File: src/include/hsc_pkg.sv
// hsc_pkg: constants, types and register map of the switch output control
// assumes a 40 MHz system clock; all times are derived from CLK_HZ
package hsc_pkg;

  // ---------------------------------------------------------------------
  // clock and time grain
  // ---------------------------------------------------------------------
  localparam int CLK_HZ   = 40000000;
  localparam int TICK_US  = 100;
  localparam int TICK_CYC = CLK_HZ / 1000000 * TICK_US;

  // timer on-times in microseconds
  localparam int ON_A_US = 100;
  localparam int ON_B_US = 300;
  localparam int ON_C_US = 1000;
  localparam int ON_D_US = 10000;
  localparam int ON_E_US = 20000;
  // timer periods in milliseconds
  localparam int PER_A_MS = 10;
  localparam int PER_B_MS = 20;
  localparam int PER_C_MS = 50;
  localparam int PER_D_MS = 100;
  localparam int PER_E_MS = 200;
  localparam int PER_F_MS = 1000;
  localparam int PER_G_MS = 2000;

  // pulse channel rates
  localparam int PWM_LO_HZ  = 200;
  localparam int PWM_HI_HZ  = 400;
  localparam int PWM_STEPS  = 255;
  localparam int PWM_LO_CYC = CLK_HZ / (PWM_LO_HZ * PWM_STEPS);
  localparam int PWM_HI_CYC = CLK_HZ / (PWM_HI_HZ * PWM_STEPS);

  // ---------------------------------------------------------------------
  // register map and field positions
  // ---------------------------------------------------------------------
  localparam logic [6:0] ADDR_TIMER_B = 7'h0D;
  localparam logic [6:0] ADDR_SHUTDN  = 7'h10;
  localparam logic [6:0] ADDR_SRC_LO  = 7'h14;
  localparam logic [6:0] ADDR_SRC_HI  = 7'h15;
  localparam logic [6:0] ADDR_HV_PIN  = 7'h17;
  localparam int TMR_ON_LSB  = 4;
  localparam int TMR_PER_LSB = 0;
  localparam int SD_OV_BIT   = 6;
  localparam int SD_UV_BIT   = 5;
  localparam int SD_REC_BIT  = 4;
  localparam int SRC_A_LSB   = 0;
  localparam int SRC_B_LSB   = 4;
  localparam logic [7:0] REG_RESET = 8'h00;

  localparam logic [2:0] ON_STOP_LOW  = 3'h0;
  localparam logic [2:0] ON_LAST_RUN  = 3'h5;
  localparam logic [2:0] ON_STOP_HIGH = 3'h6;
  localparam logic [2:0] PER_RSVD     = 3'h7;

  // ---------------------------------------------------------------------
  // types
  // ---------------------------------------------------------------------
  typedef enum logic [2:0] {
    SRC_OFF = 3'b000, SRC_ON = 3'b001, SRC_TMR_A = 3'b010,
    SRC_TMR_B = 3'b011, SRC_PWM_A = 3'b100, SRC_PWM_B = 3'b101
  } hsc_src_t;

  typedef enum logic [2:0] {
    HV_OFF = 3'b100, HV_WAKE = 3'b101, HV_LOW = 3'b110, HV_HIGH = 3'b111
  } hsc_hv_t;

  typedef enum logic [1:0] {
    SPI_IDLE = 2'b00, SPI_CMD = 2'b01, SPI_DATA = 2'b10, SPI_DONE = 2'b11
  } hsc_spi_t;

  typedef struct packed {
    logic [2:0] timerBOnTime;
    logic [2:0] timerBPeriod;
  } hsc_timer_t;

  typedef struct packed {
    logic overvoltShutdownDisable;
    logic undervoltShutdownDisable;
    logic supplyFaultRecovery;
  } hsc_shutdown_t;

  typedef struct packed {
    logic [1:0] failOutputDuty;
    logic [2:0] hvPinTwoSelect;
    logic [2:0] hvPinOneSelect;
  } hsc_hvpin_t;

  typedef struct packed {
    hsc_timer_t      tmr;
    hsc_shutdown_t   sd;
    logic [3:0][2:0] src;
    hsc_hvpin_t      hv;
  } hsc_regs_t;

endpackage : hsc_pkg

File: src/rtl/hsc_output_ctrl.sv
// hsc_output_ctrl: register bank, timer b, pulse channels and switch drive
// assumes a mode-0 serial port far slower than sys_clk (sclk <= clk/8)
//
// Operation
// - on-time 000 stops low, 110 stops high, 001-101 give 0.1-20 ms
// - period codes give 10 ms to 2 s; 111 is reserved, timer stays off
// - timer starts on its own once a running on-time is written
// - restart clear with cyclic sensing also clears timer b fields
// - reserved bits always read back as zero
// - over-voltage shuts all switches off unless bit 6 disables it
// - under-voltage shuts all switches off unless bit 5 disables it
// - bit 4 set resumes old switch state; clear leaves switches off
// - 3-bit source per switch: off, on, timer a, timer b
// - sources 100/101 take pulse channel a/b; 110/111 drive nothing
// - overcurrent or overtemperature clears that switch's source field
// - fail output duty field in bits 7:6 selects 20/10/5/2.5 percent
// - pin code 100 disables the pin, 101 makes it a wake input
// - pin code 110 turns on its low-side switch
// - pin code 111 turns on its high-side switch
// - power-on and soft reset load zero into every register
// - pulse duty: 0 off, FF on, else value over 255
// - pulse rate select: 0 is 200 Hz, 1 is 400 Hz
`timescale 1ns/1ps
`default_nettype none

module hsc_output_ctrl (
  input  wire logic            sys_clk,
  input  wire logic            rst,
  input  wire logic            softRst,
  input  wire logic            restartClr,
  input  wire logic            cyclicSense,
  input  wire logic            spiSclk,
  input  wire logic            spiCsN,
  input  wire logic            spiMosi,
  output var  logic            spiMiso,
  output var  logic            spiMisoOe,
  input  wire logic            supplyOverVolt,
  input  wire logic            supplyUnderVolt,
  input  wire logic [3:0]      switchFault,
  input  wire logic            timerALevel,
  input  wire logic [1:0][7:0] pulseDuty,
  input  wire logic [1:0]      pulseFreqSel,
  output var  logic [3:0]      switchOutput,
  output var  logic [1:0]      failOutEn,
  output var  logic [1:0]      wakeInEn,
  output var  logic [1:0]      lowSideOn,
  output var  logic [1:0]      highSideOn,
  output var  logic [1:0]      failOutputDuty
);

  // ---------------------------------------------------------------------
  // pin synchronisers
  // ---------------------------------------------------------------------
  // order: sclk, csN, mosi, ov, uv, fault[3:0]
  // reset at idle levels (sclk low, csN high) so no false edge follows
  logic [8:0] syn1_q, syn2_q;
  logic       edge_q;
  always_ff @(posedge sys_clk) begin
    if (rst) begin
      syn1_q <= 9'h002;
      syn2_q <= 9'h002;
      edge_q <= 1'b0;
    end else begin
      syn1_q <= {switchFault, supplyUnderVolt, supplyOverVolt, spiMosi,
                 spiCsN, spiSclk};
      syn2_q <= syn1_q;
      edge_q <= syn2_q[0];
    end
  end
  logic sclkRise, sclkFall, csIdle, mosiS, ovS, uvS;
  logic [3:0] faultS;
  assign sclkRise = syn2_q[0] & ~edge_q;
  assign sclkFall = ~syn2_q[0] & edge_q;
  assign csIdle   = syn2_q[1];
  assign mosiS    = syn2_q[2];
  assign ovS      = syn2_q[3];
  assign uvS      = syn2_q[4];
  assign faultS   = syn2_q[8:5];

  hsc_pkg::hsc_regs_t regs_q, regs_d;

  // reserved positions are never stored, so they can only read as zero
  function automatic logic [7:0] rdMux(input logic [6:0] a);
    logic [7:0] r;
    r = 8'h00;
    case (a)
      hsc_pkg::ADDR_TIMER_B: begin
        r[hsc_pkg::TMR_ON_LSB +: 3]  = regs_q.tmr.timerBOnTime;
        r[hsc_pkg::TMR_PER_LSB +: 3] = regs_q.tmr.timerBPeriod;
      end
      hsc_pkg::ADDR_SHUTDN: begin
        r[hsc_pkg::SD_OV_BIT]  = regs_q.sd.overvoltShutdownDisable;
        r[hsc_pkg::SD_UV_BIT]  = regs_q.sd.undervoltShutdownDisable;
        r[hsc_pkg::SD_REC_BIT] = regs_q.sd.supplyFaultRecovery;
      end
      hsc_pkg::ADDR_SRC_LO: begin
        r[hsc_pkg::SRC_A_LSB +: 3] = regs_q.src[0];
        r[hsc_pkg::SRC_B_LSB +: 3] = regs_q.src[1];
      end
      hsc_pkg::ADDR_SRC_HI: begin
        r[hsc_pkg::SRC_A_LSB +: 3] = regs_q.src[2];
        r[hsc_pkg::SRC_B_LSB +: 3] = regs_q.src[3];
      end
      hsc_pkg::ADDR_HV_PIN: r = regs_q.hv;
      default: r = 8'h00;
    endcase
    return r;
  endfunction : rdMux

  // ---------------------------------------------------------------------
  // serial slave: 7 address bits, write flag, 8 data bits, msb first
  // ---------------------------------------------------------------------
  hsc_pkg::hsc_spi_t spi_q, spi_d;
  logic [4:0] bit_q, bit_d;
  logic [7:0] sh_q, sh_d, out_q, out_d, wdat_q, wdat_d;
  logic [6:0] addr_q, addr_d;
  logic       wr_q, wr_d, stb_q, stb_d, miso_q, miso_d, oe_q, oe_d;
  logic [7:0] rdNow;
  always_comb begin
    spi_d = spi_q; bit_d = bit_q; sh_d = sh_q; out_d = out_q;
    addr_d = addr_q; wr_d = wr_q; miso_d = miso_q; oe_d = oe_q;
    wdat_d = wdat_q; stb_d = 1'b0;
    rdNow = rdMux(sh_q[6:0]);
    if (csIdle) begin
      spi_d = hsc_pkg::SPI_IDLE; oe_d = 1'b0; bit_d = 5'h00;
    end else begin
      case (spi_q)
        hsc_pkg::SPI_IDLE: begin
          spi_d = hsc_pkg::SPI_CMD; oe_d = 1'b1; miso_d = 1'b0;
        end
        hsc_pkg::SPI_CMD: if (sclkRise) begin
          sh_d  = {sh_q[6:0], mosiS};
          bit_d = bit_q + 5'h01;
          if (bit_q == 5'h07) begin
            addr_d = sh_q[6:0]; wr_d = mosiS;
            miso_d = rdNow[7];
            out_d  = {rdNow[6:0], 1'b0};
            spi_d  = hsc_pkg::SPI_DATA;
          end
        end
        hsc_pkg::SPI_DATA: begin
          if (sclkRise) begin
            sh_d  = {sh_q[6:0], mosiS};
            bit_d = bit_q + 5'h01;
            if (bit_q == 5'h0F) begin
              wdat_d = {sh_q[6:0], mosiS};
              stb_d  = wr_q;
              spi_d  = hsc_pkg::SPI_DONE;
            end
          end else if (sclkFall && bit_q > 5'h08) begin
            miso_d = out_q[7];
            out_d  = {out_q[6:0], 1'b0};
          end
        end
        hsc_pkg::SPI_DONE: spi_d = hsc_pkg::SPI_DONE;
        default: spi_d = hsc_pkg::SPI_IDLE;
      endcase
    end
  end
  always_ff @(posedge sys_clk) begin
    if (rst) begin
      spi_q <= hsc_pkg::SPI_IDLE; bit_q <= 5'h00; sh_q <= 8'h00;
      out_q <= 8'h00; addr_q <= 7'h00; wr_q <= 1'b0; stb_q <= 1'b0;
      miso_q <= 1'b0; oe_q <= 1'b0; wdat_q <= 8'h00;
    end else begin
      spi_q <= spi_d; bit_q <= bit_d; sh_q <= sh_d; out_q <= out_d;
      addr_q <= addr_d; wr_q <= wr_d; stb_q <= stb_d;
      miso_q <= miso_d; oe_q <= oe_d; wdat_q <= wdat_d;
    end
  end
  assign spiMiso   = miso_q;
  assign spiMisoOe = oe_q;

  // ---------------------------------------------------------------------
  // register bank
  // ---------------------------------------------------------------------
  logic sdActive, sdPrev_q, sdEntry;
  assign sdActive = (ovS & ~regs_q.sd.overvoltShutdownDisable) |
                    (uvS & ~regs_q.sd.undervoltShutdownDisable);
  assign sdEntry  = sdActive & ~sdPrev_q;
  always_comb begin
    regs_d = regs_q;
    if (stb_q) begin
      case (addr_q)
        hsc_pkg::ADDR_TIMER_B: begin
          regs_d.tmr.timerBOnTime = wdat_q[hsc_pkg::TMR_ON_LSB +: 3];
          regs_d.tmr.timerBPeriod = wdat_q[hsc_pkg::TMR_PER_LSB +: 3];
        end
        hsc_pkg::ADDR_SHUTDN: begin
          regs_d.sd.overvoltShutdownDisable  = wdat_q[hsc_pkg::SD_OV_BIT];
          regs_d.sd.undervoltShutdownDisable = wdat_q[hsc_pkg::SD_UV_BIT];
          regs_d.sd.supplyFaultRecovery      = wdat_q[hsc_pkg::SD_REC_BIT];
        end
        hsc_pkg::ADDR_SRC_LO: begin
          regs_d.src[0] = wdat_q[hsc_pkg::SRC_A_LSB +: 3];
          regs_d.src[1] = wdat_q[hsc_pkg::SRC_B_LSB +: 3];
        end
        hsc_pkg::ADDR_SRC_HI: begin
          regs_d.src[2] = wdat_q[hsc_pkg::SRC_A_LSB +: 3];
          regs_d.src[3] = wdat_q[hsc_pkg::SRC_B_LSB +: 3];
        end
        hsc_pkg::ADDR_HV_PIN: regs_d.hv = wdat_q;
        default: regs_d = regs_d;
      endcase
    end
    // hardware clears win over a write landing in the same cycle
    if (restartClr) begin
      regs_d.src = '0;
      if (cyclicSense) regs_d.tmr = '0;
    end
    if (sdEntry && !regs_q.sd.supplyFaultRecovery) regs_d.src = '0;
    for (int i = 0; i < 4; i++) begin
      if (faultS[i]) regs_d.src[i] = 3'h0;
    end
    if (softRst) regs_d = hsc_pkg::hsc_regs_t'(0);
  end
  always_ff @(posedge sys_clk) begin
    if (rst) regs_q <= hsc_pkg::hsc_regs_t'(0);
    else     regs_q <= regs_d;
  end

  // ---------------------------------------------------------------------
  // timer b
  // ---------------------------------------------------------------------
  function automatic logic [14:0] onTicks(input logic [2:0] c);
    case (c)
      3'h1:    return 15'(hsc_pkg::ON_A_US / hsc_pkg::TICK_US);
      3'h2:    return 15'(hsc_pkg::ON_B_US / hsc_pkg::TICK_US);
      3'h3:    return 15'(hsc_pkg::ON_C_US / hsc_pkg::TICK_US);
      3'h4:    return 15'(hsc_pkg::ON_D_US / hsc_pkg::TICK_US);
      3'h5:    return 15'(hsc_pkg::ON_E_US / hsc_pkg::TICK_US);
      default: return 15'h0000;
    endcase
  endfunction : onTicks
  function automatic logic [14:0] perTicks(input logic [2:0] c);
    case (c)
      3'h0: return 15'(hsc_pkg::PER_A_MS * 1000 / hsc_pkg::TICK_US);
      3'h1: return 15'(hsc_pkg::PER_B_MS * 1000 / hsc_pkg::TICK_US);
      3'h2: return 15'(hsc_pkg::PER_C_MS * 1000 / hsc_pkg::TICK_US);
      3'h3: return 15'(hsc_pkg::PER_D_MS * 1000 / hsc_pkg::TICK_US);
      3'h4: return 15'(hsc_pkg::PER_E_MS * 1000 / hsc_pkg::TICK_US);
      3'h5: return 15'(hsc_pkg::PER_F_MS * 1000 / hsc_pkg::TICK_US);
      3'h6: return 15'(hsc_pkg::PER_G_MS * 1000 / hsc_pkg::TICK_US);
      default: return 15'h0001;
    endcase
  endfunction : perTicks

  logic [11:0] pre_q, pre_d;
  logic [14:0] cnt_q, cnt_d;
  hsc_pkg::hsc_timer_t tPrev_q;
  logic tbLvl_q, tbLvl_d, tbRun, tick;
  // a reserved period leaves the timer idle rather than guess a length
  assign tbRun = regs_q.tmr.timerBOnTime != hsc_pkg::ON_STOP_LOW &&
                 regs_q.tmr.timerBOnTime <= hsc_pkg::ON_LAST_RUN &&
                 regs_q.tmr.timerBPeriod != hsc_pkg::PER_RSVD;
  assign tick  = pre_q == 12'(hsc_pkg::TICK_CYC - 1);
  always_comb begin
    pre_d = tick ? 12'h000 : pre_q + 12'h001;
    cnt_d = cnt_q;
    // any new setting restarts the cycle from its on-phase
    if (!tbRun || regs_q.tmr != tPrev_q) begin
      cnt_d = 15'h0000;
      pre_d = 12'h000;
    end else if (tick) begin
      cnt_d = (cnt_q == perTicks(regs_q.tmr.timerBPeriod) - 15'h0001) ?
              15'h0000 : cnt_q + 15'h0001;
    end
    tbLvl_d = regs_q.tmr.timerBOnTime == hsc_pkg::ON_STOP_HIGH ||
              (tbRun && cnt_q < onTicks(regs_q.tmr.timerBOnTime));
  end
  always_ff @(posedge sys_clk) begin
    if (rst) begin
      pre_q <= 12'h000; cnt_q <= 15'h0000; tbLvl_q <= 1'b0;
      tPrev_q <= '0;
    end else begin
      pre_q <= pre_d; cnt_q <= cnt_d; tbLvl_q <= tbLvl_d;
      tPrev_q <= regs_q.tmr;
    end
  end

  // ---------------------------------------------------------------------
  // pulse channels a and b
  // ---------------------------------------------------------------------
  logic [1:0] pwmLvl;
  for (genvar g = 0; g < 2; g++) begin : gPwm
    logic [9:0] step_q, step_d, lim;
    logic [7:0] ph_q, ph_d;
    logic       lvl_q, lvl_d;
    assign lim = pulseFreqSel[g] ? 10'(hsc_pkg::PWM_HI_CYC - 1) :
                                   10'(hsc_pkg::PWM_LO_CYC - 1);
    always_comb begin
      step_d = step_q + 10'h001;
      ph_d   = ph_q;
      if (step_q >= lim) begin
        step_d = 10'h000;
        ph_d   = (ph_q == 8'(hsc_pkg::PWM_STEPS - 1)) ? 8'h00 : ph_q + 8'h01;
      end
      lvl_d = pulseDuty[g] == 8'hFF || ph_q < pulseDuty[g];
    end
    always_ff @(posedge sys_clk) begin
      if (rst) begin
        step_q <= 10'h000; ph_q <= 8'h00; lvl_q <= 1'b0;
      end else begin
        step_q <= step_d; ph_q <= ph_d; lvl_q <= lvl_d;
      end
    end
    assign pwmLvl[g] = lvl_q;
  end

  // ---------------------------------------------------------------------
  // switch and pin drive
  // ---------------------------------------------------------------------
  logic [3:0] sw_q, sw_d;
  logic [1:0] fo_q, fo_d, wk_q, wk_d, ls_q, ls_d, hs_q, hs_d;
  logic [2:0] pSel;
  always_comb begin
    for (int i = 0; i < 4; i++) begin
      case (regs_q.src[i])
        hsc_pkg::SRC_OFF:   sw_d[i] = 1'b0;
        hsc_pkg::SRC_ON:    sw_d[i] = 1'b1;
        hsc_pkg::SRC_TMR_A: sw_d[i] = timerALevel;
        hsc_pkg::SRC_TMR_B: sw_d[i] = tbLvl_q;
        hsc_pkg::SRC_PWM_A: sw_d[i] = pwmLvl[0];
        hsc_pkg::SRC_PWM_B: sw_d[i] = pwmLvl[1];
        default:            sw_d[i] = 1'b0;
      endcase
    end
    if (sdActive) sw_d = 4'h0;
    for (int p = 0; p < 2; p++) begin
      pSel = p == 0 ? regs_q.hv.hvPinOneSelect : regs_q.hv.hvPinTwoSelect;
      fo_d[p] = ~pSel[2];
      wk_d[p] = pSel == hsc_pkg::HV_WAKE;
      ls_d[p] = pSel == hsc_pkg::HV_LOW;
      hs_d[p] = pSel == hsc_pkg::HV_HIGH;
    end
  end
  always_ff @(posedge sys_clk) begin
    if (rst) begin
      sw_q <= 4'h0; fo_q <= 2'h0; wk_q <= 2'h0; ls_q <= 2'h0;
      hs_q <= 2'h0; sdPrev_q <= 1'b0;
    end else begin
      sw_q <= sw_d; fo_q <= fo_d; wk_q <= wk_d; ls_q <= ls_d;
      hs_q <= hs_d; sdPrev_q <= sdActive;
    end
  end
  assign switchOutput   = sw_q;
  assign failOutEn      = fo_q;
  assign wakeInEn       = wk_q;
  assign lowSideOn      = ls_q;
  assign highSideOn     = hs_q;
  assign failOutputDuty = regs_q.hv.failOutputDuty;
endmodule : hsc_output_ctrl

`default_nettype wire

File: config.mk
export PLATFORM = sky130hd
export DESIGN_NAME = hsc_output_ctrl
export DESIGN_NICKNAME = d
export VERILOG_FILES = /design/src/include/hsc_pkg.sv /design/src/rtl/hsc_output_ctrl.sv
export SDC_FILE = /design/constraint.sdc
export NUM_CORES = 1
export LEC_CHECK = 0
export ABC_AREA = 1
export ABC_CLOCK_PERIOD_IN_PS = 2600
export BUFFER_PORTS_ARGS = -buffer_cell sky130_fd_sc_hd__buf_4
export CAP_MARGIN = 0
export CORE_UTILIZATION = 50
export DETAILED_ROUTE_END_ITERATION = 12
export PLACE_DENSITY = 0.75
export REMOVE_ABC_BUFFERS = 1
export SYNTH_ARGS = -nofsm -noshare
export SYNTH_HDL_FRONTEND = slang
export SYNTH_SLANG_ARGS = --single-unit
File: constraint.sdc
create_clock -name sys_clk -period 2.6 [get_ports sys_clk]
set_input_delay 0.52 -clock sys_clk [delete_from_list [all_inputs] [get_ports sys_clk]]
set_output_delay 0.52 -clock sys_clk [all_outputs]
set_load 0.01 [all_outputs]
==> metrics.txt <==
DR vias=7247; Post-synth EDFFs=0; Gate power share=3.3%; Initial Util=51.0%; leakage power=3.89 nW; Worst slew margin=67.0%; Pins Over Slew Limit=0; FF/Latch Area=3460 µm²; # setup viols final=0; Num CTS Buffers=17; clock sinks=173; Die H=between 100 and 150 µm; Post-CTS Setup Bufs=0; # Max-Cap Violations=0; ANT nets after route=0; synth warn=0; CTS tree=done; grt ovf=0; Worst path most repeated cell=nand3_1; diode count=0; DR DRC count=0; startpoint types=flip-flop; largest net degree at the start of global routing=35; Post-CTS Hold Buffers=0; Layout area overhead=13.9%; sw frac=around 22%; final hold violations=0; Setup Crit Path Kind=reg -> reg; vias in the first global route=6548; CP top delay family=simple AND/OR/NAND/NOR gates; initial antenna violation count=0; achievable clock frequency=431 MHz; Post-synth top cells=dfxtp_1, inv_1, nand2_1; dominant synthesized flop cell=dfxtp_1; pwr dens=about 560 nW/µm²; Seq pwr share=50.0%; Net Sw Power=1.19 mW; share of the synthesized area in the top cell type=41.1%; vias per cell=just over 5; post-synth top area cell=dfxtp_1; Crit path largest cell delay=0.56 ns; internal cell power=4.20 mW; Finished Cell Area=approximately 9600 µm²; fin crit share=89.2%; Nets=1251; # fillers=1497; layout cells sized above 1=11.6%; Area contributors post-synth=dfxtp_1, inv_1, ha_1; worst vdd ir=454 µV; slowest CP cell=dfxtp_1; run status=finished, final reports clean; core area=approximately 17000 µm²; crit path cell chain=inv_4 > ha_1 > inv_1 > nand3_1 > nand3_1 > nand2_1 > nand2_1 > inv_1 > nand3_1 > nor2_1 > nand3_1 > nand2_2 > nand2_2 > inv_2 > nor2_1; final WL=17800 µm; Synth Cell Area=about 8400 µm²; 1st-iter DRT viols=481; row count=between 40 and 50; count leader, synth=dfxtp_1; Ports=49; gr usage total=21.2%; post-synthesis async set-or-reset flop share=0%; pin slew with the least headroom to its limit=0.491 ns; TritonRoute pass-1 iters=7; FF+latch count, synth=173; synthesized instance count=1117; setup TNS=0 ns; Critical Path Sink Type=flip-flop; Worst Path Required=2.91 ns; Die ar.=approximately 17000 µm²; synth unique cells=47; clock power share=46.7%; Clock transition at path regs=0.07 ns; Seq/Total Area, Yosys=between 40 and 50%; Setup Skew=0.0107 ns; hold crit path type=in -> reg; Post-CTS Resized=0; RSZ-0062 raised after global routing=no; CTS max path bufs=2; Port Buffers=48; first-pass GRT wire length=30200 µm; crit-path max FO=12; Root Driver=clkbuf_16; area of the multi-input gates=between 4000 and 5000 µm²; cell area after placement=9020 µm²; clk_lat worst skew=between 0.4 and 0.5 ns; post-DR wirelength/cell=12.7 µm; DP Wirelength=13300 µm; last weighted congestion value of the routability-driven placer=0.924; average instance area after synthesis=around 7.6 µm²; Worst Path Buf+Inv=4; CP arrival=2.63 ns; Die W=132 µm; Tmin final=approximately 2.3 ns; # H-tree levels=4
## power by group through the flow
| stage | clock network (mW) | logic, mW | registers, mW |
|---|---|---|---|
| final | 2.51 | 0.178 | 2.69 |
| after global routing | 2.67 | 0.200 | 2.69 |
| after CTS | 2.56 | 0.179 | 2.69 |
| after detailed placement | 0 | 0.178 | 2.75 |
| after global placement | 0 | 0.174 | 2.75 |
| after floorplan | 0 | 0.0867 | 2.75 |
## placed cells by master (no fill, tap or decap), types with 8 or more instances in the layout
cell type,instances
xor2_1,29
clkbuf_16,17
buf_4,63
nor3_1,31
nor2_1,133
nand3_1,52
a21oi_1,84
o21ai_0,79
nand4_1,18
nand3b_1,10
nand2_1,145
dfxtp_1,173
ha_1,48
inv_1,164
o211ai_1,8
nor4_1,13
nor2_2,13
o22ai_1,9
a211oi_1,18
## sequential cells by signal, summed over array words and instances (netlist names), 8 cells and up
register,count
syn1_q,9
syn2_q,9
gPwm.ph_q,16
cnt_q,15
wdat_q,8
regs_q,24
pre_q,12
gPwm.step_q,20
## through the flow
step	hold slack, ns	power, mW	std cells	utilization (%)	worst slack [ns]
after floorplan	0.388	2.83	1088	-	0.437
after global placement	0.391	2.92	1371	54.6	0.293
after detailed placement	0.392	2.93	1371	54.6	0.255
after CTS	0.266	5.43	1403	58.1	0.289
after global routing	0.264	5.56	1403	58.1	0.0550
final	0.278	5.38	1403	58.1	0.281
## logic make-up after synthesis
family                     synth area share [%]
DFF                                        41.1
adders and majority gates                  7.12
xor gates and xnor gates                   3.22
buffers and inverters                      9.64
and+or+nand+nor                            23.9
AOI/OAI and AO/OA                          14.8
muxes                                     0.237
## final timing paths
path	startpoint	endpoint	slack, ns	depth (start not counted)
max reg2reg	regs_q[25]	cnt_q[8]	0.28	15
max	regs_q[25]	cnt_q[8]	0.28	15
min	spiCsN	syn1_q[1]	0.28	2
min reg2reg	syn1_q[4]	syn2_q[4]	0.40	2
## area by class of cell
type,count,share of cell area [%]
clock buffers,19,4.61
clock inverters,13,1.47
repair buffers,63,4.92
flip-flops and latches,173,36.1
well taps,220,2.87
inverters,172,6.77
multi-input cells,743,43.3
## per-layer routing
| metal | GRT usage (%) | vias to the layer above | wire length [µm] |
|---|---|---|---|
| met1 | 28.2 | 3245 | 8550 |
| met4 | 5.36 | 0 | 233 |
| met5 | 0 | - | 0 |
| li1 | - | 3799 | - |
| met2 | 34.5 | 184 | 8120 |
| met3 | 5.04 | 19 | 857 |
## worst reg2reg max path: stages, from the launching register on
cell and delay, ns:
dfxtp_1 0.56, inv_4 0.12, ha_1 0.34, inv_1 0.08, nand3_1 0.10, nand3_1 0.08
nand2_1 0.06, nand2_1 0.04, inv_1 0.04, nand3_1 0.07, nor2_1 0.11, nand3_1 0.10
nand2_2 0.08, nand2_2 0.08, inv_2 0.27, nor2_1 0.08
No activity file was read; power rests on OpenSTA's default activity.
